`src/hw/timer3_defs.vh`:
```
// Register offsets, field positions, reset values and clock divide counts for timer three.
`ifndef TIMER3_DEFS_VH
`define TIMER3_DEFS_VH
`define T3_CTRL_ADDR 8'h91
`define T3_RLL_ADDR 8'h92
`define T3_RLH_ADDR 8'h93
`define T3_CNTL_ADDR 8'h94
`define T3_CNTH_ADDR 8'h95
`define T3_CTRL_RESET 8'h00
`define T3_RLD_RESET 8'h00
`define T3_CNT_RESET 8'h00
`define T3_BIT_UPPER_FLAG 7
`define T3_BIT_LOWER_FLAG 6
`define T3_BIT_LOWER_IRQ_EN 5
`define T3_BIT_CAPTURE_EN 4
`define T3_BIT_SPLIT 3
`define T3_BIT_RUN 2
`define T3_BIT_RESERVED 1
`define T3_BIT_EXT_SEL 0
`define T3_SYS_DIV 4'd12
`define T3_EXT_DIV 4'd8
`endif

```
`src/hw/tick_divider.v`:
```
// Divides a qualified input event stream into a one-cycle tick every N events.
`timescale 1ns/10ps
module tick_divider
#(
  parameter [3:0] DIV = 4'd12
)
(
  // Clock and reset.
  input wire sys_clk,
  input wire rst_b,
  // Event in, tick out.
  input wire event_in,
  output reg tick
);

  reg [3:0] cnt_q;

  // Counts events and pulses tick on the last of every DIV.
  always @(posedge sys_clk)
  begin
    if (!rst_b)
    begin
      cnt_q <= 4'h0;
      tick <= 1'b0;
    end
    else
    begin
      tick <= 1'b0;
      if (event_in)
      begin
        if (cnt_q == DIV - 4'd1)
        begin
          cnt_q <= 4'h0;
          tick <= 1'b1;
        end
        else
        begin
          cnt_q <= cnt_q + 4'd1;
        end
      end
    end
  end

endmodule

```
`src/hw/timer3_autoreload_capture.v`:
```
// Sixteen-bit auto-reload timer with split byte mode and oscillator capture.
//
// What this block does
// - Set upper flag when high byte wraps FF to 00, or FFFF to 0000.
// - Request interrupt when upper flag sets and timer interrupt enabled.
// - Overflow flags stay set until software clears them.
// - Set lower flag whenever low byte wraps, in every mode.
// - With lower interrupt enable also request interrupt on low overflows.
// - Capture enabled: oscillator falling edge copies count to reloads, interrupts.
// - Split bit 0 gives one 16-bit counter, 1 gives two 8-bit counters.
// - Run bit enables counting; in split mode it gates only the high byte.
// - Count clock is system clock over 12, or external clock over 8.
// - Per-byte clock choice selects the raw system clock over the divided count clock; the lower choice also acts in 16-bit mode.
// - Low reload supplies low reload byte and receives captured low byte.
// - High reload supplies high reload byte and receives captured high byte.
`timescale 1ns/10ps
`include "timer3_defs.vh"
module timer3_autoreload_capture
(
  // Clock and reset.
  input wire sys_clk,
  input wire rst_b,
  // Special-function register port.
  input wire [7:0] sfr_addr,
  input wire [7:0] sfr_wdata,
  input wire sfr_wr,
  input wire sfr_rd,
  output reg [7:0] sfr_rdata,
  // Clock sources and selects.
  input wire ext_clk,
  input wire upper_clock_choice,
  input wire lower_clock_choice,
  // Capture source.
  input wire lfo_out,
  // Interrupt side.
  input wire timer_irq_en,
  output reg timer_irq
);

  // ----------------------------------------------------------------
  // Registers
  // ----------------------------------------------------------------
  reg upper_overflow_flag_q;
  reg lower_overflow_flag_q;
  reg lower_overflow_irq_en_q;
  reg lfo_capture_en_q;
  reg split_byte_mode_q;
  reg run_control_q;
  reg ext_clock_select_q;
  reg [7:0] reload_low_q;
  reg [7:0] reload_high_q;
  reg [7:0] count_lower_byte_q;
  reg [7:0] count_upper_byte_q;
  reg ext_clk_q;
  reg lfo_q;
  wire sys_tick;
  wire ext_tick;

  // ----------------------------------------------------------------
  // Count clock generation
  // ----------------------------------------------------------------

  // System clock divided by twelve. The divider runs free from reset, so the first
  // count after the run bit is set lands anywhere within twelve cycles; software that
  // needs an exact first interval must preload the count to allow for it.
  tick_divider #(.DIV(`T3_SYS_DIV)) u_sys_div
  (
    .sys_clk(sys_clk),
    .rst_b(rst_b),
    .event_in(1'b1),
    .tick(sys_tick)
  );

  // External clock rising edges divided by eight.
  tick_divider #(.DIV(`T3_EXT_DIV)) u_ext_div
  (
    .sys_clk(sys_clk),
    .rst_b(rst_b),
    .event_in(ext_clk & ~ext_clk_q),
    .tick(ext_tick)
  );

  // Edge history for the external clock and the oscillator output.
  // Both reset low, so no false oscillator falling edge can follow reset; a high external
  // clock at reset counts as one rising edge, an eighth of a count at most.
  always @(posedge sys_clk)
  begin
    if (!rst_b)
    begin
      ext_clk_q <= 1'b0;
      lfo_q <= 1'b0;
    end
    else
    begin
      ext_clk_q <= ext_clk;
      lfo_q <= lfo_out;
    end
  end

  // ----------------------------------------------------------------
  // Counting decisions
  // ----------------------------------------------------------------
  reg base_tick;
  reg low_tick;
  reg high_tick;
  reg low_wrap;
  reg high_wrap;
  reg low_inc;
  reg high_inc;
  reg capture;

  // Selects count ticks and finds wraps and captures for this cycle.
  always @*
  begin
    base_tick = ext_clock_select_q ? ext_tick : sys_tick;
    if (split_byte_mode_q)
    begin
      // Each byte picks the divided count clock or the raw system clock.
      low_tick = lower_clock_choice ? 1'b1 : base_tick;
      high_tick = upper_clock_choice ? 1'b1 : base_tick;
      low_inc = low_tick;
      high_inc = high_tick & run_control_q;
      low_wrap = low_inc && (count_lower_byte_q == 8'hff);
      high_wrap = high_inc && (count_upper_byte_q == 8'hff);
    end
    else
    begin
      low_tick = lower_clock_choice ? 1'b1 : base_tick;
      high_tick = low_tick;
      low_inc = low_tick & run_control_q;
      low_wrap = low_inc && (count_lower_byte_q == 8'hff);
      high_inc = low_wrap;
      high_wrap = low_wrap && (count_upper_byte_q == 8'hff);
    end
    capture = lfo_capture_en_q & lfo_q & ~lfo_out;
  end

  // ----------------------------------------------------------------
  // Register writes, counters, flags and capture
  // ----------------------------------------------------------------
  wire wr_ctrl = sfr_wr && (sfr_addr == `T3_CTRL_ADDR);
  wire wr_rll = sfr_wr && (sfr_addr == `T3_RLL_ADDR);
  wire wr_rlh = sfr_wr && (sfr_addr == `T3_RLH_ADDR);
  wire wr_cntl = sfr_wr && (sfr_addr == `T3_CNTL_ADDR);
  wire wr_cnth = sfr_wr && (sfr_addr == `T3_CNTH_ADDR);
  wire low_set = low_wrap;
  // The upper flag marks a high byte wrap; in 16-bit mode that is the full count wrap.
  wire high_set = high_wrap;
  wire up_flag_d = (wr_ctrl ? sfr_wdata[`T3_BIT_UPPER_FLAG] : upper_overflow_flag_q)
                   | high_set;
  wire lo_flag_d = (wr_ctrl ? sfr_wdata[`T3_BIT_LOWER_FLAG] : lower_overflow_flag_q)
                   | low_set;

  // Control bits; hardware set wins over a software clear in the same cycle.
  // The reserved bit is not stored, so a stray one written there has no effect.
  always @(posedge sys_clk)
  begin
    if (!rst_b)
    begin
      upper_overflow_flag_q <= 1'b0;
      lower_overflow_flag_q <= 1'b0;
      lower_overflow_irq_en_q <= 1'b0;
      lfo_capture_en_q <= 1'b0;
      split_byte_mode_q <= 1'b0;
      run_control_q <= 1'b0;
      ext_clock_select_q <= 1'b0;
    end
    else
    begin
      upper_overflow_flag_q <= up_flag_d;
      lower_overflow_flag_q <= lo_flag_d;
      if (wr_ctrl)
      begin
        lower_overflow_irq_en_q <= sfr_wdata[`T3_BIT_LOWER_IRQ_EN];
        lfo_capture_en_q <= sfr_wdata[`T3_BIT_CAPTURE_EN];
        split_byte_mode_q <= sfr_wdata[`T3_BIT_SPLIT];
        run_control_q <= sfr_wdata[`T3_BIT_RUN];
        ext_clock_select_q <= sfr_wdata[`T3_BIT_EXT_SEL];
      end
    end
  end

  // Reload registers: software writes, overwritten by a capture.
  // A capture in the same cycle as a reload write wins, so the captured count is
  // never lost; the write is dropped and software must repeat it if it matters.
  always @(posedge sys_clk)
  begin
    if (!rst_b)
    begin
      reload_low_q <= `T3_RLD_RESET;
      reload_high_q <= `T3_RLD_RESET;
    end
    else if (capture)
    begin
      reload_low_q <= count_lower_byte_q;
      reload_high_q <= count_upper_byte_q;
    end
    else
    begin
      if (wr_rll)
      begin
        reload_low_q <= sfr_wdata;
      end
      if (wr_rlh)
      begin
        reload_high_q <= sfr_wdata;
      end
    end
  end

  // Count bytes: increment, reload on wrap, software write wins.
  // In 16-bit mode the low byte passes through zero on its own wraps and reloads only
  // when the whole count wraps, so both bytes take their reload values together.
  always @(posedge sys_clk)
  begin
    if (!rst_b)
    begin
      count_lower_byte_q <= `T3_CNT_RESET;
      count_upper_byte_q <= `T3_CNT_RESET;
    end
    else
    begin
      if (wr_cntl)
      begin
        count_lower_byte_q <= sfr_wdata;
      end
      else if (split_byte_mode_q ? low_wrap : high_wrap)
      begin
        count_lower_byte_q <= reload_low_q;
      end
      else if (low_inc)
      begin
        count_lower_byte_q <= count_lower_byte_q + 8'h01;
      end
      if (wr_cnth)
      begin
        count_upper_byte_q <= sfr_wdata;
      end
      else if (high_wrap)
      begin
        count_upper_byte_q <= reload_high_q;
      end
      else if (high_inc)
      begin
        count_upper_byte_q <= count_upper_byte_q + 8'h01;
      end
    end
  end

  // ----------------------------------------------------------------
  // Interrupt request and read data
  // ----------------------------------------------------------------

  // Interrupt causes. The flag terms use next flag values, so the request rises at
  // the edge that sets a flag, whether hardware or a software write of one sets it.
  wire irq_upper = up_flag_d;
  wire irq_lower = lower_overflow_irq_en_q & lo_flag_d;
  wire irq_capture = capture;
  wire irq_any = irq_upper | irq_lower | irq_capture;

  // Request is a level that follows the flags, plus a one-cycle capture pulse.
  always @(posedge sys_clk)
  begin
    if (!rst_b)
    begin
      timer_irq <= 1'b0;
    end
    else
    begin
      timer_irq <= timer_irq_en & irq_any;
    end
  end

  reg [7:0] read_mux;

  // Selects the addressed register; the reserved bit and unmapped addresses read zero.
  always @*
  begin
    read_mux = 8'h00;
    case (sfr_addr)
      `T3_CTRL_ADDR: read_mux = {upper_overflow_flag_q, lower_overflow_flag_q,
                                 lower_overflow_irq_en_q, lfo_capture_en_q,
                                 split_byte_mode_q, run_control_q, 1'b0,
                                 ext_clock_select_q};
      `T3_RLL_ADDR: read_mux = reload_low_q;
      `T3_RLH_ADDR: read_mux = reload_high_q;
      `T3_CNTL_ADDR: read_mux = count_lower_byte_q;
      `T3_CNTH_ADDR: read_mux = count_upper_byte_q;
      default: read_mux = 8'h00;
    endcase
  end

  // Read data is registered on a read strobe and holds until the next read.
  always @(posedge sys_clk)
  begin
    if (!rst_b)
    begin
      sfr_rdata <= 8'h00;
    end
    else if (sfr_rd)
    begin
      sfr_rdata <= read_mux;
    end
  end

endmodule

```
`config.mk`:
```
export PLATFORM = sky130hd
export DESIGN_NAME = timer3_autoreload_capture
export DESIGN_NICKNAME = d
export VERILOG_FILES = /design/src/hw/tick_divider.v /design/src/hw/timer3_autoreload_capture.v
export VERILOG_INCLUDE_DIRS = /design/src /design/src/hw
export SDC_FILE = /design/constraint.sdc
export NUM_CORES = 1
export LEC_CHECK = 0
export BUFFER_PORTS_ARGS = -buffer_cell sky130_fd_sc_hd__buf_2
export CAP_MARGIN = 20
export CORE_MARGIN = 2
export CORE_UTILIZATION = 40
export CTS_CLUSTER_SIZE = 24
export DETAILED_ROUTE_END_ITERATION = 10
export GPL_TIMING_DRIVEN = 0
export HOLD_SLACK_MARGIN = 0.05
export PLACE_DENSITY = 0.67
export SYNTH_ARGS = -nofsm -noshare
export SYNTH_HDL_FRONTEND = slang
export SYNTH_SLANG_ARGS = --single-unit
```
`constraint.sdc`:
```
create_clock -name sys_clk -period 2.5 [get_ports sys_clk]
set_input_delay 0.25 -clock sys_clk [delete_from_list [all_inputs] [get_ports sys_clk]]
set_output_delay 0.25 -clock sys_clk [all_outputs]
set_load 0.05 [all_outputs]
```
==> results of run 1 <==
cells in the final DEF, fill, tap and decap left out, types with 2 or more instances in the layout:
master and count:
clkbuf_8 10, and4_1 2, nand2_1 29, o31ai_1 2, nor2b_1 2, a31oi_1 14
dfxtp_1 60, or3_1 3, nor4_1 3, clkinv_2 3, a22oi_1 15, xor2_1 3
o32ai_1 2, nor3_1 3, o21ai_0 30, o221ai_1 3, nand4_1 6, and2_1 4
mux2i_1 29, nand3b_1 3, ha_1 4, a211oi_1 13, clkbuf_1 19, inv_1 7
bufinv_16 2, xnor2_1 3, and3_1 8, nand3_1 15, a211o_1 2, mux2_2 13
nor2_1 30, a21oi_1 23, nand2b_1 2, buf_2 34
where the power goes:
part	internal [W]	switching, W	total, W
clock network	0.000584	0.000407	0.000990
logic	0.0000552	0.000108	0.000163
registers	0.000976	0.0000171	0.000993
worst min-delay path by stage:
stage,start,endpoint,depth (start not counted)
final,lfo_out,lfo_q$_SDFF_PN0_,2
after global routing,lfo_out,lfo_q$_SDFF_PN0_,2
after CTS,lfo_out,lfo_q$_SDFF_PN0_,2
after detailed placement,u_sys_div.cnt_q[0]$_SDFF_PP0_,u_sys_div.cnt_q[0]$_SDFF_PP0_,1
after global placement,u_sys_div.cnt_q[0]$_SDFF_PP0_,u_sys_div.cnt_q[0]$_SDFF_PP0_,1
after floorplan,lfo_out,lfo_q$_SDFF_PN0_,1
per-stage QoR:
| stage | area (sq um) | hold slack (ns) |
|---|---|---|
| 2_1_floorplan | 3230 | 0.372 |
| 3_3_place_gp | 3520 | 0.427 |
| 3_5_place_dp | 3520 | 0.451 |
| 4_1_cts | 3740 | 0.121 |
| 5_1_grt | 3750 | 0.115 |
| 6_report | 3750 | 0.118 |
logic make-up after synthesis:
kind of cell / Yosys count / synth area share [%]
mux: 42 / 13.5
flops: 60 / 37.2
buf+inv: 27 / 3.41
compound gates: 119 / 23.7
xor+xnor: 6 / 1.63
simple gates: 119 / 19.0
fa+ha+maj: 4 / 1.55
worst register-to-register path: stages (launching register included):
cell and delay [ns]:
dfxtp_1 0.52, ha_1 0.32, nand3_1 0.14, o21bai_1 0.40, and3_1 0.21, clkbuf_1 0.29
a21boi_0 0.15, o221a_2 0.26
state kept, by name (all words and copies together), names as in the netlist, 4 cells and up:
name                flops
count_lower_byte_q      8
count_upper_byte_q      8
reload_high_q           8
reload_low_q            8
sfr_rdata               8
u_ext_div.cnt_q         4
u_sys_div.cnt_q         4
final cells by class:
cell class / count / share of cell area (%)
plain buffers: 20 / 2.24
clock buffers: 11 / 3.77
flip-flops and latches: 60 / 32.1
well taps: 102 / 3.41
multi-input cells: 290 / 51.3
clock inverters: 5 / 2.00
inverters: 7 / 0.701
repair buffers: 34 / 4.54
repair_timing:
action                     in CTS  in global routing
buffers inserted                0                  0
setup endpoints to repair       0                  2
resized for setup               0                  2
hold buffers                    0                  0
metal layers:
layer | track usage, % | wire length [um] | vias up
met2 | 34.8 | 4400 | 162
met3 | 5.46 | 853 | 25
li1 | - | - | 1511
met1 | 33.9 | 4520 | 1550
met4 | 7.13 | 189 | 0
met5 | 0 | 0 | -
==> qor.yml, run 1 <==
final_nets: 451
tns_ns: 0
clockRootBuffer: "clkbuf_8"
p_total_w: 0.00215
tritoncts: "built"
wirelength_um: 9970
wl_per_cell_um: 18.8
maxCapViolations: 0
num_vias: 3248
p_per_area_nw_per_um2: 573
slowest_stage: "dfxtp_1"
ant_nets: 0
layoutNonFillerInstCount: 529
yosysMostFrequentCell: "dfxtp_1"
async_flop_share_pct: 0
synth_area_sq_um: 3230
synth_warnings: 0
syn_avg_cell_area_sq_um: 8.56
routabilityCongestion: 0.896
reg2reg_to: "count_upper_byte_q[0]$_SDFFE_PN0P_"
num_rows: 32
ys_seq_elements: 60
timing_hold_violations_final: 0
dp_slack_ns: 0.0384
htreeDepth: 3
io_pins: 34
fillerInstances: 775
critPathTopFamily: "compound AO/OA/AOI/OAI gates"
setup_viol: 0
seqCellArea_sq_um: 1200
io_buffers: 33
end_kind: "flop"
cts-buffers-inserted: 9
grt_start_max_net_pins: 11
clock_path_buffers: 2
n_antenna_cell: 0
vias_per_cell: 6.14
r2r_start: "count_lower_byte_q[0]$_SDFFE_PN0P_"
synth-edff-count: 0
yosys-top-cells-area: "dfxtp_1 37%, mux2i_1 9.0%, o21ai_0 4.7%"
fin_crit_ns: 2.39
die_area_sq_um: 8800
crit_path_start: "count_lower_byte_q[0]$_SDFFE_PN0P_"
max_stage_delay_ns: 0.52
crit_path_max_fanout: 8
drc: 0
syn-num-nets: 406
clk_pin_slew_ns: 0.07
first_global_vias: 2912
core_area_sq_um: 7770
firstDrtPassIters: 5
min_path_type: "input pin to flop"
fmax_mhz: 418
worst_setup_path_start_kind: "flop"
cp_num_buf_inv: 1
grt_usage_pct: 23.5
syn_to_final_growth_pct: 16.1
rsz0062_at_grt: "false"
dp_cells: 512
insertion_delay_ns: 0.35
slew_violations: 0
ys_seq_area_share_pct: 37.2
max_slew.worst_pin.slew_ns: 0.927
die_height_um: 93.8
start_util_pct: 41.5
required_ns: 2.74
yosys.cell_types.count: 54
grt_pass1_wl_um: 15700
final_util_pct: 48.2
finalCritPeriodShare_pct: 95.7
numClockSinks: 60
timing.final.ws_setup_ns: 0.108
relSlewSlack_pct: 37.7
synth_top_area_share_pct: 37.2
worstSetupPathType: "flop to flop"
syn_inst: 377
first_iter_violations: 401
multi_input_area_sq_um: 1920
synth_flop_cell: "dfxtp_1"
power.leakage_nw: 1.42
die_w_um: 93.8
r2r_cells: 7
vdd_drop_max_v: 0.000282
gr-total-overflow: 0
arrival_ns: 2.64
status: "complete, no violations"
synth_top_area_cell: "dfxtp_1"
antenna_found_initial: 0
yosys-top-cells-count: "60 x dfxtp_1, 31 x nor2_1, 30 x o21ai_0, 29 x mux2i_1, 29 x nand2_1"
drive_gt1_share_pct: 16.6
crit_cells: 7
dp_hpwl_um: 7130
skew_ns: 0.00612
crit_path_cell_trace: "ha_1 > nand3_1 > o21bai_1 > and3_1 > clkbuf_1 > a21boi_0 > o221a_2"
r2r_slack_ns: 0.11
critPathCapture: "count_upper_byte_q[0]$_SDFFE_PN0P_"
Power figures use the tool's default switching activity.
==> run 2: changes to the inputs <==
ABC_AREA = 1   (was not set)
==> qor.yml, run 2 <==
power.leakage_nw: 1.52
io_pins: 34
wirelength_um: 10500
p_int_w: 0.00148
routabilityCongestion: 1.00
final_util_pct: 47.1
syn_avg_cell_area_sq_um: 6.68
antenna_found_initial: 0
final_nets: 573
numClockSinks: 60
relSlewSlack_pct: 56.0
syn_inst: 500
fin_crit_ns: 2.09
htreeDepth: 3
n_antenna_cell: 0
power_frac_comb_pct: 7.0
setup_viol: 0
num_vias: 3489
cts-resized-gates: 0
grt_pass1_wl_um: 16800
p_switching_w: 0.000556
post-cts-setup-buffers: 0
yosys-top-cells-area: "dfxtp_1 36%, nand2_1 10%, inv_1 8.3%"
cts_hold_buffers: 0
clk_pin_slew_ns: 0.08
io_buffers: 33
skew_ns: 0.00611
ys_seq_area_share_pct: 36.0
vias_per_cell: 5.33
gr-total-overflow: 0
drc: 0
first_iter_violations: 325
swShare_pct: 27.3
core_area_sq_um: 8130
p_per_area_nw_per_um2: 531
max_slew.worst_pin.slew_ns: 0.660
synth_flop_cell: "dfxtp_1"
tns_ns: 0
wl_per_cell_um: 16.0
worst_setup_path_start_kind: "flop"
tritoncts: "built"
final_common_cell: "nand2_1"
clockRootBuffer: "clkbuf_8"
synth_warnings: 0
start_util_pct: 41.0
slew_violations: 0
syn_to_final_growth_pct: 14.8
yosys-top-cells-count: "91 x nand2_1, 74 x inv_1, 60 x dfxtp_1, 58 x nor2_1, 55 x o21ai_0"
syn-num-nets: 529
async_flop_share_pct: 0
p_clk_share_pct: 44.9
first_global_vias: 3273
worstSetupPathType: "flop to flop"
rsz0062_at_grt: "false"
yosys.cell_types.count: 36
grt_usage_pct: 24.7
ys_seq_elements: 60
min_path_type: "input pin to flop"
timing_hold_violations_final: 0
fmax_mhz: 478
die_height_um: 95.4
ant_nets: 0
synth_top_area_share_pct: 36.0
arrival_ns: 2.31
grt_start_max_net_pins: 13
status: "complete, no violations"
finalCritPeriodShare_pct: 83.7
dp_hpwl_um: 8010
synth_top_area_cell: "dfxtp_1"
power.share.sequential_pct: 48.2
layout_common_cells: "91 x nand2_1, 74 x inv_1, 60 x dfxtp_1"
drive_gt1_share_pct: 15.1
synth-edff-count: 0
required_ns: 2.72
insertion_delay_ns: 0.35
clock_path_buffers: 2
synth_area_sq_um: 3340
cts-buffers-inserted: 9
die_w_um: 95.4
num_rows: 33
die_area_sq_um: 9090
whs_ns: 0.0918
yosysMostFrequentCell: "nand2_1"
crit_path_max_fanout: 7
vdd_drop_max_v: 0.000245
firstDrtPassIters: 7
maxCapViolations: 0
end_kind: "flop"
-- run 2: changes by cell type after synthesis, moves of 11 or more --
cell     before  now
nand3_1      15   26
nor2_1       31   58
a21oi_1      23   38
o21ai_0      30   55
mux2i_1      29    0
a22oi_1      15    0
mux2_2       13    0
nand2_1      29   91
inv_1         7   74
-- run 2: critical path, stage by stage, from the launching register on --
cell and delay, ns:
dfxtp_1 0.47, ha_1 0.23, nand2_2 0.08, nor2_4 0.14, nand2_2 0.10, o21ai_4 0.34
nor2_1 0.18, inv_2 0.15, o22ai_1 0.08, a21oi_1 0.13, nor2_1 0.05
-- run 2: layout make-up --
| cell class | instances | area, sq um |
|---|---|---|
| tap | 105 | 131 |
| fill | 836 | 4300 |
| clock buffer | 9 | 124 |
| buffer | 13 | 57.6 |
| timing repair buffer | 33 | 165 |
| sequential | 60 | 1200 |
| multi-input combinational | 346 | 1780 |
| clock inverter | 7 | 75.1 |
| inverter | 81 | 304 |
-- run 2: cell families after synthesis --
group / synth area share [%]
simple gates: 26.7
compound gates: 21.8
buf+inv: 10.8
flops: 36.0
xor+xnor: 3.15
fa+ha+maj: 1.50
-- run 2: worst paths after layout --
path | to | start | slack [ns] | cells after the start
worst max-delay path | count_upper_byte_q[6]$_SDFFE_PN0P_ | count_lower_byte_q[0]$_SDFFE_PN0P_ | 0.41 | 10
worst min-delay path | ext_clk_q$_SDFF_PN0_ | ext_clk | 0.09 | 3
worst max register to register | count_upper_byte_q[6]$_SDFFE_PN0P_ | count_lower_byte_q[0]$_SDFFE_PN0P_ | 0.41 | 10
worst min register to register | u_sys_div.cnt_q[0]$_SDFF_PP0_ | u_sys_div.cnt_q[0]$_SDFF_PP0_ | 0.45 | 1
-- run 2: per-stage QoR --
step           power, W  setup slack, ns  cell area, sq um  cells
2_1_floorplan   0.00108            0.885              3340    500
3_3_place_gp    0.00114            0.485              3630    638
3_5_place_dp    0.00114            0.484              3630    638
4_1_cts         0.00205            0.467              3830    654
5_1_grt         0.00211            0.268              3830    654
6_report        0.00204            0.407              3830    654
-- run 2: per-layer routing --
| metal | share of wire, % | global-route usage [%] |
|---|---|---|
| met4 | 2.5 | 8.57 |
| met1 | 45 | 33.5 |
| met3 | 7.6 | 3.87 |
| met5 | 0 | 0 |
| met2 | 45 | 40.0 |
-- run 2: power groups by stage --
stage	sequential, W	combinational, W	clock, W
floorplan	0.00102	0.0000619	0
global placement	0.00100	0.000139	0
detailed placement	0.00100	0.000140	0
CTS	0.000981	0.000141	0.000929
global route	0.000983	0.000156	0.000967
finish	0.000981	0.000142	0.000913
